File: src/hdl/itc_pkg.sv
/*
 * Shared constants and types for the interval timer command decode.
 * Assumes an 8-bit I/O port space and three external counting elements.
 */
package itc_pkg;

    // Port map
    localparam logic [7:0] ITC_PORT_CNT0    = 8'h40;
    localparam logic [7:0] ITC_PORT_CTRL    = 8'h43;
    localparam int         ITC_NUM_CNT      = 3;

    // Control word fields
    localparam int         ITC_SEL_HI       = 7;
    localparam int         ITC_SEL_LO       = 6;
    localparam int         ITC_RW_HI        = 5;
    localparam int         ITC_RW_LO        = 4;
    localparam int         ITC_MODE_HI      = 3;
    localparam int         ITC_MODE_LO      = 1;
    localparam int         ITC_BCD_BIT      = 0;
    localparam int         ITC_RB_NOCNT     = 5;
    localparam int         ITC_RB_NOSTAT    = 4;
    localparam int         ITC_RB_SEL0      = 1;

    // Encodings
    localparam logic [1:0] ITC_SEL_READBACK = 2'h3;
    localparam logic [1:0] ITC_RW_LATCH     = 2'h0;
    localparam logic [1:0] ITC_RW_LSB       = 2'h1;
    localparam logic [1:0] ITC_RW_MSB       = 2'h2;
    localparam logic [1:0] ITC_RW_LSB_MSB   = 2'h3;

    // Values after reset and for unmapped reads
    localparam logic [7:0] ITC_RDATA_IDLE   = 8'h00;
    localparam logic [5:0] ITC_CFG_RESET    = 6'h00;

    // Per-counter programmed setting
    typedef struct packed {
        logic [1:0] rw;
        logic [2:0] mode;
        logic       bcd;
    } itc_cfg_t;

    // One host I/O cycle
    typedef struct packed {
        logic       wr;
        logic       rd;
        logic [7:0] addr;
        logic [7:0] wdata;
    } itc_io_req_t;

    // Count handed to a counting element
    typedef struct packed {
        logic        load;
        logic [15:0] value;
    } itc_load_t;

endpackage
File: src/hdl/itc_control_word.sv
/*
 * Command decode and access-port sequencing for a three-channel interval timer.
 * Assumes the counting elements sit outside and report live count, output level
 * and null-count; host I/O strobes are one-cycle pulses synchronous to sys_clk.
 */
// Contract
// - After reset every counter output is low; settings all zero until programmed.
// - Bits 7:6 pick counter 0, 1, 2, or 11 for read-back.
// - Bits 5:4: 00 latch, 01 low byte, 10 high byte, 11 low then high.
// - Counts load and read through ports 40h-42h in the programmed byte format.
// - Bits 3:1 select mode; top bit ignored for x10 and x11.
// - Bit 0 selects binary or four-digit BCD countdown.
// - Read-back snapshots all selected counters at once; others untouched.
// - Read-back bits 3,2,1 select counters 2,1,0; bit 0 reserved.
// - Read-back bit5 zero snapshots count, bit4 zero snapshots status.
// - Snapshots hold until read; further latches ignored meanwhile.
// - With both snapshots: status first, then held count, then live count.
// - Latch command (rw 00, not read-back) snapshots that counter's count.
// - Byte sequencing is independent per counter.
// - A second latch before the held count is read is ignored.
// - Status: bit7 output, bit6 null count, bits5:0 programmed setting.
`timescale 1ns/1ps

module itc_control_word
    import itc_pkg::*;
(
    input  wire logic                      sys_clk,
    input  wire logic                      rst,
    input  wire itc_io_req_t               io_req,
    output logic        [7:0]              io_rdata,
    output logic                           io_rack,
    input  wire logic   [ITC_NUM_CNT-1:0][15:0] ce_count,
    input  wire logic   [ITC_NUM_CNT-1:0]  ce_out,
    input  wire logic   [ITC_NUM_CNT-1:0]  ce_null,
    output itc_cfg_t    [ITC_NUM_CNT-1:0]  cnt_cfg,
    output logic        [ITC_NUM_CNT-1:0]  cnt_cfg_wr,
    output itc_load_t   [ITC_NUM_CNT-1:0]  cnt_load,
    output logic        [ITC_NUM_CNT-1:0]  cnt_out
);

    // Control word decode, shared by all channels
    // Writes to 43h only act here; the port itself never answers with data
    logic       ctrl_wr;
    logic [1:0] cw_sel;
    logic [1:0] cw_rw;
    logic       rb_cmd;
    assign ctrl_wr = io_req.wr && (io_req.addr == ITC_PORT_CTRL);
    assign cw_sel  = io_req.wdata[ITC_SEL_HI:ITC_SEL_LO];
    assign cw_rw   = io_req.wdata[ITC_RW_HI:ITC_RW_LO];
    assign rb_cmd  = ctrl_wr && (cw_sel == ITC_SEL_READBACK);

    // Per-channel read byte and hit, merged into one registered answer
    logic [ITC_NUM_CNT-1:0][7:0] rd_byte;
    logic [ITC_NUM_CNT-1:0]      rd_hit;

    // One slice per counter; each keeps its own snapshots and byte pointers,
    // so traffic to another counter never disturbs a half-read count
    genvar i;
    generate
        for (i = 0; i < ITC_NUM_CNT; i++) begin : g_cnt
            // Slice state and decode
            logic        programmed;
            itc_cfg_t    cfg;
            logic        cnt_held;
            logic [15:0] cnt_snap;
            logic        st_held;
            logic [7:0]  st_snap;
            logic        rd_msb;
            logic        wr_msb;
            logic [7:0]  wr_lsb;
            logic        port_wr;
            logic        port_rd;
            logic        sel_me;
            logic        cfg_cmd;
            logic        latch_cmd;
            logic        rb_me;
            logic        take_cnt;
            logic        take_st;
            logic [7:0]  status_now;
            logic [15:0] cnt_src;
            logic        hi_byte;

            // Data port and control word hits for this slice
            assign port_wr   = io_req.wr && (io_req.addr == ITC_PORT_CNT0 + 8'(i));
            assign port_rd   = io_req.rd && (io_req.addr == ITC_PORT_CNT0 + 8'(i));
            assign sel_me    = ctrl_wr && (cw_sel == 2'(i));
            assign cfg_cmd   = sel_me && (cw_rw != ITC_RW_LATCH);
            assign latch_cmd = sel_me && (cw_rw == ITC_RW_LATCH);
            assign rb_me     = rb_cmd && io_req.wdata[ITC_RB_SEL0 + i];
            // Held values win over new requests until they are read out;
            // reserved low bits of latch and read-back words are never looked at
            assign take_cnt  = !cnt_held && (latch_cmd ||
                               (rb_me && !io_req.wdata[ITC_RB_NOCNT]));
            assign take_st   = !st_held && rb_me && !io_req.wdata[ITC_RB_NOSTAT];
            assign status_now = {cnt_out[i], ce_null[i], cfg};

            // Programmed settings; reserved bits of latch and read-back never land here
            // Limitation: until then the element sees an all-zero setting
            always_ff @(posedge sys_clk) begin
                if (rst) begin
                    programmed <= 1'b0;
                    cfg        <= ITC_CFG_RESET;
                end else if (cfg_cmd) begin
                    programmed <= 1'b1;
                    cfg.rw     <= cw_rw;
                    cfg.mode   <= io_req.wdata[ITC_MODE_HI:ITC_MODE_LO];
                    cfg.bcd    <= io_req.wdata[ITC_BCD_BIT];
                end
            end

            // Mode top bit dropped for x10/x11 so the element sees one code each
            always_comb begin
                cnt_cfg[i] = cfg;
                if (cfg.mode[1]) begin
                    cnt_cfg[i].mode = {1'b0, cfg.mode[1:0]};
                end
            end
            // Config strobe is the raw decode, one cycle, for the element to reload
            assign cnt_cfg_wr[i] = cfg_cmd;
            // Output forced low until programmed, whatever the element reports
            assign cnt_out[i]    = programmed && ce_out[i];

            // Count snapshot; a read in the snapshot cycle does not release it,
            // so the host may see one stale byte but never loses the new hold
            always_ff @(posedge sys_clk) begin
                if (rst || cfg_cmd) begin
                    cnt_held <= 1'b0;
                    cnt_snap <= 16'h0000;
                end else if (take_cnt) begin
                    cnt_held <= 1'b1;
                    cnt_snap <= ce_count[i];
                end else if (port_rd && !st_held && cnt_held &&
                             (cfg.rw != ITC_RW_LSB_MSB || rd_msb)) begin
                    cnt_held <= 1'b0;
                end
            end

            // Status snapshot, always read before the count
            // A pending status byte blocks release of the count behind it
            always_ff @(posedge sys_clk) begin
                if (rst || cfg_cmd) begin
                    st_held <= 1'b0;
                    st_snap <= 8'h00;
                end else if (take_st) begin
                    st_held <= 1'b1;
                    st_snap <= status_now;
                end else if (port_rd) begin
                    st_held <= 1'b0;
                end
            end

            // Per-channel read byte pointer; status reads do not move it
            // Live reads move it too, so two-byte counts should be read in pairs
            always_ff @(posedge sys_clk) begin
                if (rst || cfg_cmd) begin
                    rd_msb <= 1'b0;
                end else if (port_rd && !st_held && cfg.rw == ITC_RW_LSB_MSB) begin
                    rd_msb <= !rd_msb;
                end
            end

            // Write pointer; a two-byte load goes out only after the high byte
            // Low byte parked here so the element never sees a half-written count
            always_ff @(posedge sys_clk) begin
                if (rst || cfg_cmd) begin
                    wr_msb      <= 1'b0;
                    wr_lsb      <= 8'h00;
                    cnt_load[i] <= '0;
                end else begin
                    cnt_load[i].load <= 1'b0;
                    if (port_wr) begin
                        case (cfg.rw)
                            ITC_RW_LSB: begin
                                cnt_load[i] <= {1'b1, 8'h00, io_req.wdata};
                            end
                            ITC_RW_MSB: begin
                                cnt_load[i] <= {1'b1, io_req.wdata, 8'h00};
                            end
                            ITC_RW_LSB_MSB: begin
                                wr_msb <= !wr_msb;
                                if (wr_msb) begin
                                    cnt_load[i] <= {1'b1, io_req.wdata, wr_lsb};
                                end else begin
                                    wr_lsb <= io_req.wdata;
                                end
                            end
                            default: begin
                                wr_msb <= wr_msb;            // Unprogrammed: ignored
                            end
                        endcase
                    end
                end
            end

            // Byte presented on a read: status, then held count, then live count
            // Trade-off: combinational select here, one register stage at the merge
            assign cnt_src = cnt_held ? cnt_snap : ce_count[i];
            assign hi_byte = (cfg.rw == ITC_RW_MSB) ||
                             (cfg.rw == ITC_RW_LSB_MSB && rd_msb);
            assign rd_byte[i] = st_held ? st_snap :
                                (hi_byte ? cnt_src[15:8] : cnt_src[7:0]);
            assign rd_hit[i]  = port_rd;
        end
    endgenerate

    // Registered read answer; the control port is write-only and reads as idle
    // Every read strobe is answered, unmapped ports included, so the host never stalls
    always_ff @(posedge sys_clk) begin
        if (rst) begin
            io_rdata <= ITC_RDATA_IDLE;
            io_rack  <= 1'b0;
        end else begin
            io_rack  <= io_req.rd;
            io_rdata <= ITC_RDATA_IDLE;
            for (int k = 0; k < ITC_NUM_CNT; k++) begin
                if (rd_hit[k]) begin
                    io_rdata <= rd_byte[k];
                end
            end
        end
    end

endmodule // itc_control_word

File: config.mk
export PLATFORM = sky130hd
export DESIGN_NAME = itc_control_word
export DESIGN_NICKNAME = d
export VERILOG_FILES = /design/src/hdl/itc_pkg.sv /design/src/hdl/itc_control_word.sv
export SDC_FILE = /design/constraint.sdc
export NUM_CORES = 1
export LEC_CHECK = 0
export BUFFER_PORTS_ARGS = -buffer_cell sky130_fd_sc_hd__buf_2
export CORE_MARGIN = 3
export CORE_UTILIZATION = 48
export DETAILED_ROUTE_END_ITERATION = 10
export GPL_TIMING_DRIVEN = 0
export PLACE_DENSITY_LB_ADDON = 0.2
export SLEW_MARGIN = 30
export SYNTH_ARGS = -nofsm -noshare
export SYNTH_HDL_FRONTEND = slang
export SYNTH_SLANG_ARGS = --single-unit
File: constraint.sdc
create_clock -name sys_clk -period 4.25 [get_ports sys_clk]
set_clock_uncertainty 0.2 [all_clocks]
set_input_delay 0.2125 -clock sys_clk [delete_from_list [all_inputs] [get_ports sys_clk]]
set_output_delay 0.2125 -clock sys_clk [all_outputs]
set_load 0.1 [all_outputs]
==> key figures <==
Global routing
  – Number of global-route vias before repair: 7,733
  – Tot GR Track Use: 0.266
  – Largest net degree at the start of global routing: 17
  – Antenna violations before repair: 1
  – Global-route wire length before repair: a little over 40,000 um
  – Gr ovfl total: 0

Routing
  – Wirelength per Cell: between 15 and 20 um
  – DR WL met3: around 1800 um
  – Met2 wire len: around 12,000 um
  – Top layer in use: met4
  – Post-route ant nets: 0
  – Pre-antenna DRT Iters: 6
  – Final WL: between 20,000 and 30,000 um
  – DRT iter0 DRCs: 985
  – Vias: between 8,000 and 9,000
  – Vias/cell: around 5.6
  – Residual DRC count: 0
  – DRT met1 WL: around 12,000 um

STA
  – Tcrit/Tclk final: 0.790
  – # setup viols final: 0
  – Period minus WS final: 3.36 ns
  – Final hold vios: 0
  – Worst-margin pin slew: between 1 and 1.5 ns
  – RSZ-0062 raised after global routing: no
  – Fmax: ~300 MHz
  – Hold Slack: around 0.033 ns
  – Worst relative slew slack: 0.324
  – Post-Route Setup TNS: 0 ns
  – Fin. max-slew vios: 0

Setup path
  – CP max FO: 6
  – Crit start category: primary input
  – Worst Path Buf+Inv: 3
  – CP max-delay cell: nor4b_1
  – Crit path kind: primary input to output port
  – Critical Path RT: approximately 3.8 ns
  – Reg2Reg Launch Point: g_cnt[0].cnt_held
  – Worst r2r path cells: 6
  – Crit-path most repeated cell: buf_2
  – Reg2reg setup slack: about 1.8 ns
  – Worst Setup End Kind: output port
  – CP max stage delay: approximately 0.85 ns
  – CP arrival: between 2 and 3 ns
  – Worst-path cell chain: buf_2, nor4b_1, and2_1, nand2_1, a2111oi_0, buf_4, buf_2
  – Worst Setup SP: io_req[13]
  – CP delay by family, top: simple AND/OR/NAND/NOR gates
  – Capture point of the worst reg-to-reg path: io_rdata[7]

Clock network
  – CTS sink cnt: ~190
  – Clock buffers created by TritonCTS: 17
  – CTS root buf: clkbuf_16
  – Post-CTS Setup Bufs: 0
  – CTS Buffer Depth: 2
  – CTS tree: done
  – Max H-tree Level: 4
  – Cts repair resizes: 0
  – Hold_buf cts: 53
  – Clk Latency, worst-skew pair: approximately 0.43 ns
  – Worst-path clk slew: about 0.07 ns

Finish
  – Layout area overhead: 25.0%
  – # fillers: approximately 1,500
  – Fin nets: between 1,000 and 1,500
  – Share of cells above drive strength 1: 0.219

Worst hold path
  – Endpoint, Worst Hold: g_cnt[1].cnt_held
  – Hold Crit Start: io_req[16]
  – HP Class: primary input to flip-flop
  – Hold depth: 4

Floorplan
  – Num rows: 48
  – I/O pins: roughly 160
  – Die Span Y: roughly 140 um
  – Full die area: ~0.02 mm^2
  – Die Wd: roughly 140 um
  – Core area: 0.0174 mm^2
  – Initial core utilization: 0.495

Logic synthesis
  – Syn nets: 1,085
  – Seq/Total Area, Yosys: 0.439
  – Ys Warns: 0
  – Netlist cell types: 59
  – Post-synth EDFFs: 0
  – FF+latch count, synth: ~190
  – Cell area after synthesis: approximately 0.0086 mm^2
  – Most area-hungry cell type in the Yosys netlist: dfxtp_1
  – Synth top area cells: dfxtp_1 (44%), nand2_1 (7.1%), mux2i_1 (6.7%), a21oi_1 (6.4%), mux4_2 (4.7%)
  – Synth top area share: 0.439
  – Primary FF master, synth: dfxtp_1
  – Syn avg cell area: approximately 8.5 um^2
  – Ys async rst share: 0
  – Post-synthesis instance total: roughly 1,000

Place
  – Detailed Place HPWL: 19,000 um
  – Routability Congestion: around 0.9
  – Port bufs: roughly 150

Pwr
  – Power Density: approximately 330 mW/mm^2
  – Peak supply drop: 0.362 mV
  – Pleak: 0.00437 uW

Flow run
  – Max cap viols: 0

Status
  – Status: finished, final reports clean
==> where the power goes <==
| group | switching [uW] | internal [uW] | total [uW] |
|---|---|---|---|
| registers | 0.623 | 1770 | 1770 |
| clock network | 651 | 931 | 1580 |
| logic | 139 | 92.0 | 231 |
==> cells in the mapped netlist (all sizes together), types with 2 or more instances <==
library cell / number
nand2: 173
and3: 11
nand3: 65
o211ai: 2
clkinv: 2
nor4b: 2
inv: 15
a211oi: 6
o31ai: 4
nand4b: 4
dfxtp: 189
or2: 4
nand2b: 10
nor3: 13
buf: 46
nand3b: 3
mux4: 18
xnor2: 5
a21oi: 121
mux2i: 58
a221oi: 4
o21ai: 29
a21o: 11
and2: 12
nor2: 91
or3: 4
clkbuf: 48
a311oi: 4
a21boi: 2
a2111oi: 6
nand4: 8
and3b: 2
or4: 2
nor4: 6
nor2b: 11
a22o: 10
==> layout by cell type, fill, tap and decap left out, types with 14 or more instances in the layout <==
| cell | count |
|---|---|
| dlygate4sd3_1 | 53 |
| mux4_2 | 18 |
| clkbuf_16 | 17 |
| nand3_1 | 65 |
| nand2_1 | 163 |
| mux2i_1 | 58 |
| buf_4 | 19 |
| inv_1 | 14 |
| a21oi_1 | 111 |
| clkbuf_1 | 50 |
| buf_2 | 170 |
| dfxtp_1 | 189 |
| nor2_1 | 90 |
| o21ai_0 | 29 |
==> metrics by stage <==
step,setup slack [ns],total power [uW],cells,area [um^2],util
floorplan,2.00,1900,1011,8630,-
global placement,0.922,2000,1389,9670,0.555
detailed placement,0.982,2000,1389,9670,0.555
CTS,0.983,3590,1471,10800,0.619
global route,0.884,3670,1472,10800,0.619
finish,0.891,3580,1472,10800,0.619
==> logic make-up (layout without fill, tap and decap cells) <==
family                 Yosys count  count (layout)  synth area share
AND/OR/NAND/NOR                423             423             0.235
AO/OA/AOI/OAI                  207             207             0.145
flip-flops                     189             189             0.439
buffers and inverters          111             346            0.0619
multiplexers                    76              76             0.114
XOR/XNOR                         5               5           0.00508
other                            0               1                 0
==> tightest hold or removal path, stage by stage <==
cell	delay, ns
buf_2	0.16
o2111ai_1	0.10
a21oi_1	0.08
nor2_1	0.07
==> routing by layer <==
layer	GRT usage	up-vias
met1	0.364	3940
met2	0.418	332
met4	0.106	0
met3	0.0464	47
li1	-	3954
met5	0	-
==> flip-flops by register name (all words and copies together), names as in the netlist <==
signal            cells
g_cnt.cnt_snap       48
g_cnt.st_snap        24
g_cnt.rd_msb          3
g_cnt.cnt_held        3
cnt_load             51
g_cnt.st_held         3
io_rack               1
g_cnt.cfg             9
g_cnt.wr_msb          3
cnt_cfg               9
g_cnt.programmed      3
g_cnt.wr_lsb         24
io_rdata              8
==> worst max-delay path by stage <==
stage / end / slack, ns / cells past startpoint
after global routing: cnt_cfg_wr[2] / 0.88 / 7
after floorplan: g_cnt[1].cnt_snap[10] / 2.00 / 7
final: cnt_cfg_wr[2] / 0.89 / 7
after global placement: cnt_cfg_wr[2] / 0.92 / 7
after detailed placement: cnt_cfg_wr[2] / 0.98 / 7
after CTS: cnt_cfg_wr[2] / 0.98 / 7
==> area by class of cell <==
cell class / count / area (um^2) / area share
diodes: 1 / 2.50 / 0.000232
plain buffers: 94 / 470 / 0.0436
clock buffers: 22 / 454 / 0.0421
clock inverters: 7 / 116 / 0.0108
inverters: 17 / 63.8 / 0.00592
multi-input cells: 711 / 4310 / 0.400
flip-flops and latches: 189 / 3780 / 0.351
well taps: 225 / 282 / 0.0261
repair buffers: 206 / 1300 / 0.120
Power figures use the tool's default switching activity.
